File: src/hdl/dcelb_pkg.sv
// package: register indices, field positions and carrier types of the data cache error bank
package dcelb_pkg;

  // register indices (model-specific register numbers)
  localparam logic [31:0] ENABLES_IDX     = 32'h0000_0400;
  localparam logic [31:0] RECORD_IDX      = 32'h0000_0401;
  localparam logic [31:0] LOCATION_IDX    = 32'h0000_0402;
  localparam logic [31:0] EXTRA_IDX       = 32'h0000_0403;
  localparam logic [31:0] WRITE_BLOCK_IDX = 32'hc001_0044;

  // enable register layout
  localparam int          NUM_CLASSES   = 7;
  localparam logic [63:0] ENABLES_RESET = 64'h0;
  localparam logic [63:0] ENABLES_MASK  = 64'h0000_0000_0000_007f;
  localparam logic [63:0] BLOCK_RESET   = 64'h0;

  // record field positions
  localparam int REC_VALID_BIT   = 63;
  localparam int REC_OVER_BIT    = 62;
  localparam int REC_UC_BIT      = 61;
  localparam int REC_EN_BIT      = 60;
  localparam int REC_EXTRA_INFO_PRESENT_BIT   = 59;
  localparam int REC_FAULT_LOCATION_PRESENT_BIT   = 58;
  localparam int REC_PCC_BIT     = 57;
  localparam int REC_SYND_LSB    = 47;
  localparam int REC_CORRECTABLE_ECC_FLAG_BIT    = 46;
  localparam int REC_UNCORRECTABLE_ECC_FLAG_BIT    = 45;
  localparam int REC_SCRUB_BIT   = 40;
  localparam int REC_SUBCL_LSB   = 16;
  localparam int REC_CODE_LSB    = 0;
  localparam logic [63:0] RECORD_MASK  = 64'hfe7f_e100_000f_ffff;
  localparam logic [63:0] RECORD_RESET = 64'h0;

  // address register layout
  localparam int          ADDR_W         = 48;
  localparam logic [63:0] LOCATION_MASK  = 64'h0000_ffff_ffff_ffff;
  localparam logic [63:0] LOCATION_RESET = 64'h0;

  // one detected error from the cache or TLB checkers
  typedef struct packed {
    logic [2:0]        err_class;     // index of the enable bit 0..6
    logic              not_corrected;
    logic              context_corrupt_flag;
    logic              fault_location_present;
    logic              correctable_ecc_flag;
    logic              uncorrectable_ecc_flag;
    logic              scrub;
    logic [7:0]        syndrome;
    logic [3:0]        fault_subclass_field;
    logic [15:0]       err_code;
    logic [ADDR_W-1:0] valid_bits;    // which address bits this error class defines
    logic [ADDR_W-1:0] address;       // linear or physical, chosen by the detector
  } dcelb_err_t;

  typedef struct packed {
    logic        wr;
    logic        rd;
    logic [31:0] index;
    logic [63:0] wdata;
  } dcelb_msr_req_t;

endpackage

File: src/hdl/dcelb_bank.sv
// data cache error-reporting register bank with model-specific register access
`timescale 1ns/1ps

module dcelb_bank (
  input  wire logic                    clk_sys_in,
  input  wire logic                    rst_n_in,
  input  wire logic                    global_data_cache_gate_in,
  input  wire logic                    err_valid_in,
  input  wire dcelb_pkg::dcelb_err_t   err_in,
  input  wire dcelb_pkg::dcelb_msr_req_t msr_req_in,
  output logic [63:0]                  msr_rdata_out,
  output logic                         msr_hit_out,
  output logic                         mce_out
);

  // ---------------------------------------------------------------
  // storage
  // ---------------------------------------------------------------
  logic [63:0] enables_ff;
  logic [63:0] nxt_enables;
  logic [63:0] block_ff;
  logic [63:0] nxt_block;
  logic [63:0] record_ff;
  logic [63:0] nxt_record;
  logic [63:0] location_ff;
  logic [63:0] nxt_location;
  logic [63:0] rdata_ff;
  logic [63:0] nxt_rdata;
  logic        hit_ff;
  logic        nxt_hit;
  logic        mce_ff;
  logic        nxt_mce;

  function automatic logic sel(input logic [31:0] idx, input logic [31:0] want);
    sel = (idx == want);
  endfunction

  // ---------------------------------------------------------------
  // class decode
  // ---------------------------------------------------------------
  // an out-of-range class index matches no enable bit and is logged as disabled
  logic [dcelb_pkg::NUM_CLASSES-1:0] cls_hit;

  for (genvar g = 0; g < dcelb_pkg::NUM_CLASSES; g++)
  begin : g_cls
    assign cls_hit[g] = (err_in.err_class == 3'(g)) && enables_ff[g];
  end

  // ---------------------------------------------------------------
  // error capture
  // ---------------------------------------------------------------
  logic        cls_en;
  logic        take;
  logic        new_uc;
  logic        old_uc;
  logic        old_en;
  logic [63:0] err_rec;
  logic [63:0] loc_merge;

  always_comb
  begin
    cls_en = |cls_hit;
    new_uc = err_in.not_corrected;
    old_uc = record_ff[dcelb_pkg::REC_UC_BIT];
    old_en = record_ff[dcelb_pkg::REC_EN_BIT];
    // without a valid record any error is taken; otherwise priority decides
    if (!record_ff[dcelb_pkg::REC_VALID_BIT])
      take = 1'b1;
    else if (old_uc)
      take = 1'b0;
    else if (new_uc)
      take = 1'b1;
    else
      take = cls_en && !old_en;
  end

  // ---------------------------------------------------------------
  // record word for the incoming error
  // ---------------------------------------------------------------
  always_comb
  begin
    err_rec = 64'h0;
    err_rec[dcelb_pkg::REC_VALID_BIT] = 1'b1;
    err_rec[dcelb_pkg::REC_UC_BIT]    = err_in.not_corrected;
    err_rec[dcelb_pkg::REC_EN_BIT]    = cls_en;
    err_rec[dcelb_pkg::REC_EXTRA_INFO_PRESENT_BIT] = 1'b0;
    err_rec[dcelb_pkg::REC_FAULT_LOCATION_PRESENT_BIT] = err_in.fault_location_present;
    err_rec[dcelb_pkg::REC_PCC_BIT]   = err_in.context_corrupt_flag;
    if (err_in.correctable_ecc_flag || err_in.uncorrectable_ecc_flag)
      err_rec[dcelb_pkg::REC_SYND_LSB +: 8] = err_in.syndrome;
    err_rec[dcelb_pkg::REC_CORRECTABLE_ECC_FLAG_BIT]  = err_in.correctable_ecc_flag;
    err_rec[dcelb_pkg::REC_UNCORRECTABLE_ECC_FLAG_BIT]  = err_in.uncorrectable_ecc_flag;
    err_rec[dcelb_pkg::REC_SCRUB_BIT] = err_in.scrub;
    err_rec[dcelb_pkg::REC_SUBCL_LSB +: 4] = err_in.fault_subclass_field;
    err_rec[dcelb_pkg::REC_CODE_LSB +: 16] = err_in.err_code;
  end

  // ---------------------------------------------------------------
  // address merge
  // ---------------------------------------------------------------
  always_comb
  begin
    // bits outside the class-defined range keep their old content
    loc_merge = {16'h0, (location_ff[dcelb_pkg::ADDR_W-1:0] & ~err_in.valid_bits)
                        | (err_in.address & err_in.valid_bits)};
  end

  // ---------------------------------------------------------------
  // register decode
  // ---------------------------------------------------------------
  logic wr_enables;
  logic wr_block;
  logic wr_record;
  logic wr_location;
  logic capture;

  always_comb
  begin
    wr_enables  = 1'b0;
    wr_block    = 1'b0;
    wr_record   = 1'b0;
    wr_location = 1'b0;
    // writes to the extra info index and to unmapped indices fall through
    if (msr_req_in.wr)
    begin
      if (sel(msr_req_in.index, dcelb_pkg::ENABLES_IDX))
        wr_enables = 1'b1;
      else if (sel(msr_req_in.index, dcelb_pkg::WRITE_BLOCK_IDX))
        wr_block = 1'b1;
      else if (sel(msr_req_in.index, dcelb_pkg::RECORD_IDX))
        wr_record = 1'b1;
      else if (sel(msr_req_in.index, dcelb_pkg::LOCATION_IDX))
        wr_location = 1'b1;
    end
  end

  // the gate is sampled with the pulse; an error seen with the gate clear is lost
  assign capture = err_valid_in && global_data_cache_gate_in;

  // ---------------------------------------------------------------
  // enables and write block
  // ---------------------------------------------------------------
  always_comb
  begin
    nxt_enables = enables_ff;
    nxt_block   = block_ff;
    // the block acts at write time only; setting it later leaves set enables alone
    if (wr_enables)
      nxt_enables = msr_req_in.wdata & ~block_ff & dcelb_pkg::ENABLES_MASK;
    if (wr_block)
      nxt_block = msr_req_in.wdata;
  end

  always_ff @(posedge clk_sys_in or negedge rst_n_in)
  begin
    if (!rst_n_in)
    begin
      enables_ff <= dcelb_pkg::ENABLES_RESET;
      block_ff   <= dcelb_pkg::BLOCK_RESET;
    end
    else
    begin
      enables_ff <= nxt_enables;
      block_ff   <= nxt_block;
    end
  end

  // ---------------------------------------------------------------
  // status record and error address
  // ---------------------------------------------------------------
  always_comb
  begin
    nxt_record   = record_ff;
    nxt_location = location_ff;
    if (wr_record)
      nxt_record = msr_req_in.wdata & dcelb_pkg::RECORD_MASK;
    if (wr_location)
      nxt_location = msr_req_in.wdata & dcelb_pkg::LOCATION_MASK;
    // an error beats a software write landing in the same cycle, unless a valid record keeps it out; then the write lands with overflow set
    if (capture)
    begin
      if (record_ff[dcelb_pkg::REC_VALID_BIT])
      begin
        if (take)
        begin
          nxt_record   = err_rec;
          nxt_location = loc_merge;
        end
        nxt_record[dcelb_pkg::REC_OVER_BIT] = 1'b1;
      end
      else
      begin
        nxt_record   = err_rec;
        nxt_location = loc_merge;
      end
    end
    // the extra info register never holds anything, so software cannot set its flag
    nxt_record[dcelb_pkg::REC_EXTRA_INFO_PRESENT_BIT] = 1'b0;
  end

  always_ff @(posedge clk_sys_in or negedge rst_n_in)
  begin
    if (!rst_n_in)
    begin
      record_ff   <= dcelb_pkg::RECORD_RESET;
      location_ff <= dcelb_pkg::LOCATION_RESET;
    end
    else
    begin
      record_ff   <= nxt_record;
      location_ff <= nxt_location;
    end
  end

  // ---------------------------------------------------------------
  // read port
  // ---------------------------------------------------------------
  always_comb
  begin
    nxt_rdata = rdata_ff;
    nxt_hit   = 1'b0;
    // a read beside a write in one cycle returns the value from before the write
    if (msr_req_in.rd)
    begin
      nxt_hit = 1'b1;
      if (sel(msr_req_in.index, dcelb_pkg::ENABLES_IDX))
        nxt_rdata = enables_ff;
      else if (sel(msr_req_in.index, dcelb_pkg::WRITE_BLOCK_IDX))
        nxt_rdata = block_ff;
      else if (sel(msr_req_in.index, dcelb_pkg::RECORD_IDX))
        nxt_rdata = record_ff;
      else if (sel(msr_req_in.index, dcelb_pkg::LOCATION_IDX))
        nxt_rdata = location_ff;
      else if (sel(msr_req_in.index, dcelb_pkg::EXTRA_IDX))
        nxt_rdata = 64'h0;
      else
      begin
        nxt_rdata = 64'h0;
        nxt_hit   = 1'b0;
      end
    end
  end

  always_ff @(posedge clk_sys_in or negedge rst_n_in)
  begin
    if (!rst_n_in)
    begin
      rdata_ff <= 64'h0;
      hit_ff   <= 1'b0;
    end
    else
    begin
      rdata_ff <= nxt_rdata;
      hit_ff   <= nxt_hit;
    end
  end

  // ---------------------------------------------------------------
  // exception
  // ---------------------------------------------------------------
  always_comb
  begin
    // pulses for every enabled error, even one that only sets the overflow flag
    nxt_mce = capture && cls_en;
  end

  always_ff @(posedge clk_sys_in or negedge rst_n_in)
  begin
    if (!rst_n_in)
    begin
      mce_ff <= 1'b0;
    end
    else
    begin
      mce_ff <= nxt_mce;
    end
  end

  assign msr_rdata_out = rdata_ff;
  assign msr_hit_out   = hit_ff;
  assign mce_out       = mce_ff;

endmodule

File: config.mk
export PLATFORM = sky130hd
export DESIGN_NAME = dcelb_bank
export DESIGN_NICKNAME = d
export VERILOG_FILES = /design/src/hdl/dcelb_pkg.sv /design/src/hdl/dcelb_bank.sv
export SDC_FILE = /design/constraint.sdc
export NUM_CORES = 1
export LEC_CHECK = 0
export BUFFER_PORTS_ARGS = -buffer_cell sky130_fd_sc_hd__buf_2
export CAP_MARGIN = 20
export CORE_ASPECT_RATIO = 0.9
export CORE_MARGIN = 4
export CORE_UTILIZATION = 55
export CTS_CLUSTER_SIZE = 12
export DETAILED_ROUTE_END_ITERATION = 12
export PLACE_DENSITY_LB_ADDON = 0.2
export SYNTH_ARGS = -nofsm -noshare
export SYNTH_HDL_FRONTEND = slang
export SYNTH_SLANG_ARGS = --single-unit
export TNS_END_PERCENT = 100
File: constraint.sdc
create_clock -name clk_sys_in -period 2.7 [get_ports clk_sys_in]
set_input_delay 0.405 -clock clk_sys_in [delete_from_list [all_inputs] [get_ports clk_sys_in]]
set_output_delay 0.405 -clock clk_sys_in [all_outputs]
set_load 0.005 [all_outputs]
==> impl_metrics.tcl <==
set metrics [dict create \
    synthesis.area_um2 12900 \
    ys_types 44 \
    layout_commonest_cell "buf_2" \
    place.gp.congestion 0.861 \
    dieArea_um2 25900 \
    grt_usage 0.275 \
    cts_htree_levels 1 \
    status "finished, final reports clean" \
    setup_viol 0 \
    final_cell_mix "buf_2, dfrtp_1, nand2_1, o211ai_1, mux2_1" \
    final_hold_viol_count 0 \
    grt_max_degree 103 \
    start_kind "flip-flop" \
    ctsResizeCount 0 \
    tns_ns 0 \
    worst_setup_path_end_kind "flip-flop" \
    drt_iter0_drc 748 \
    timing.final.crit_share 0.714 \
    irDropWorstVdd_uv 486 \
    ioPinCount 301 \
    p_leak_uw 0.00763 \
    cts_tree "yes" \
    synth-seq-cells 264 \
    row_count 52 \
    cp_max_fo 78 \
    synth.area.top_cells "dfrtp_1, mux2_1, o211ai_1" \
    yosysWarnings 0 \
    synth-seq-area-share 0.513 \
    cellPowerDensity_nw_per_um2 681 \
    port-buffer-count 300 \
    max_cap_viol_count 0 \
    synth-edff-count 0 \
    power.total_uw 10600 \
    nNetsFinal 1650 \
    grt_pass1_wl_um 58800 \
    hold_class "input port to flip-flop" \
    cts_num_sinks 264 \
    die_width_um 169 \
    wl_per_cell_um 21.2 \
    path_clk_slew_ns 0.06 \
    fillers 1781 \
    drive_gt1_frac 0.265 \
    vias_per_cell 6.17 \
    antenna_found_initial 5 \
    clk_latency_ns 0.53 \
    syn_inst 1170 \
    area_growth_pct 20.5 \
    routed_wl_um 36500 \
    synth_fp_nets 1405 \
    vias 10655 \
    required_ns 3.11 \
    min_period_ns 1.93 \
    finalClockSkew_ns 0.0172 \
    start_util 0.566 \
    relSlewSlack 0.558 \
    avgSynthCellArea_um2 11.0 \
    rsz0062_at_grt "false" \
    yosys.area.top_type "dfrtp_1" \
    ys_async_sr_fraction 1.00 \
    postRouteAntennaNets 0 \
    drcViolationCount 0 \
    max_freq_ghz 0.519 \
    critPathKind "flip-flop to flip-flop" \
    cts_buffers 27 \
    synth_top_area_share 0.513 \
    root_buffer "clkbuf_16" \
    firstDrtPassIters 6 \
    slew_violations 0 \
    dpl.hpwl_um 22600 \
    die_h_um 153 \
    ys.flop_type "dfrtp_1" \
    overflow 0 \
    tightest_slew_ns 0.664 \
    cp_data_arrival_time_ns 2.34 \
    core_um2 22800 \
    cts_buffer_depth 3 \
    grt_pass1_vias 10944 \
]
-- synthesized netlist by cell type, types with 2 or more instances --
library cell  instances
a211oi_1             48
a221o_1              56
a222oi_1              7
a22o_1               58
a31oi_1              27
and2_1                2
and3_1               42
and4_1                4
buf_1                 4
buf_2                21
buf_4                17
buf_6                 2
clkbuf_1             68
dfrtp_1             264
inv_1                 2
mux2_1               67
mux2_2                4
mux2i_1              21
nand2_1             116
nand2b_1             56
nand3_1               2
nand3b_1             49
nand4_1               3
nor2_1                7
nor2b_1              64
nor3_1               28
nor3b_1               2
nor4_1                5
o211ai_1             97
o21a_1                7
o2bb2ai_1             7
-- cell type report --
type,count,area (um^2),share of cell area
Antenna cell,2,5.00,0.000322
Clock buffer,39,761,0.0490
Clock inverter,3,68.8,0.00443
Inverter,2,7.51,0.000483
Multi-Input combinational cell,792,5790,0.373
Sequential cell,264,6610,0.425
Tap cell,297,372,0.0239
Timing Repair Buffer,328,1920,0.124
-- power breakdown --
part           switching (uW)  internal, uW  leakage [uW]
sequential                480          4590       0.00353
clock                    1480          2120      0.000404
combinational            1120           796       0.00370
-- state kept, by name, indices dropped and copies added, names as in the netlist, named ones only --
signal and cells:
block_ff 64, enables_ff 7, location_ff 64, mce_out 1, msr_hit_out 1, msr_rdata_out 64, record_ff 62
-- layer usage --
metal / GRT usage / up-vias / part of all wire
li1: - / 4902 / -
met5: 0 / - / 0.00093
met1: 0.383 / 5279 / 0.42
met2: 0.455 / 404 / 0.49
met4: 0.0678 / 6 / 0.021
met3: 0.0439 / 64 / 0.070
-- final timing paths --
check	from	to	slack, ns	cells after the start
max reg2reg	enables_ff[6]$_DFFE_PN0P_	record_ff[41]$_DFF_PN0_	0.77	6
min reg2reg	block_ff[54]$_DFFE_PN0P_	block_ff[54]$_DFFE_PN0P_	0.48	1
max in group asynchronous	rst_n_in	location_ff[33]$_DFF_PN0_	1.44	3
min in group asynchronous	rst_n_in	msr_rdata_out[10]$_DFFE_PN0P_	0.43	2
max	enables_ff[6]$_DFFE_PN0P_	record_ff[41]$_DFF_PN0_	0.77	6
min	msr_req_in[48]	block_ff[48]$_DFFE_PN0P_	0.10	2
-- worst max-delay path, cell delays in order (launching register included) --
cell and delay (ns):
dfrtp_1 0.39, mux2i_1 0.09, o211ai_1 0.30, a31oi_4 0.19
or2_2 0.33, buf_12 0.23, and3_1 0.23
-- cell families (layout without fill, tap and decap cells) --
logic type      after synthesis  after routing  share of synthesized area
compound gates              311            311                      0.197
buf+inv                     114            372                     0.0414
flops                       264            264                      0.513
mux                          92             92                     0.0783
other cells                   0              2                          0
simple gates                389            389                      0.170
-- metrics by stage --
step | std cells | hold WS, ns | setup WS, ns | area [um^2] | utilization
5_1_grt | 1727 | 0.101 | 0.674 | 15500 | 0.682
6_report | 1727 | 0.102 | 0.772 | 15500 | 0.682
3_5_place_dp | 1682 | 0.429 | 0.416 | 14700 | 0.645
2_1_floorplan | 1170 | 0.109 | 0.733 | 12900 | -
3_3_place_gp | 1682 | 0.426 | 0.495 | 14700 | 0.645
4_1_cts | 1725 | 0.0840 | 0.792 | 15500 | 0.682
-- repair_timing --
item	4_1_cts	5_1_grt
hold buffers	1	0
buffers inserted	0	0
hold endpoints to repair	71	0
Note: power is estimated with default switching activity, not from simulation.
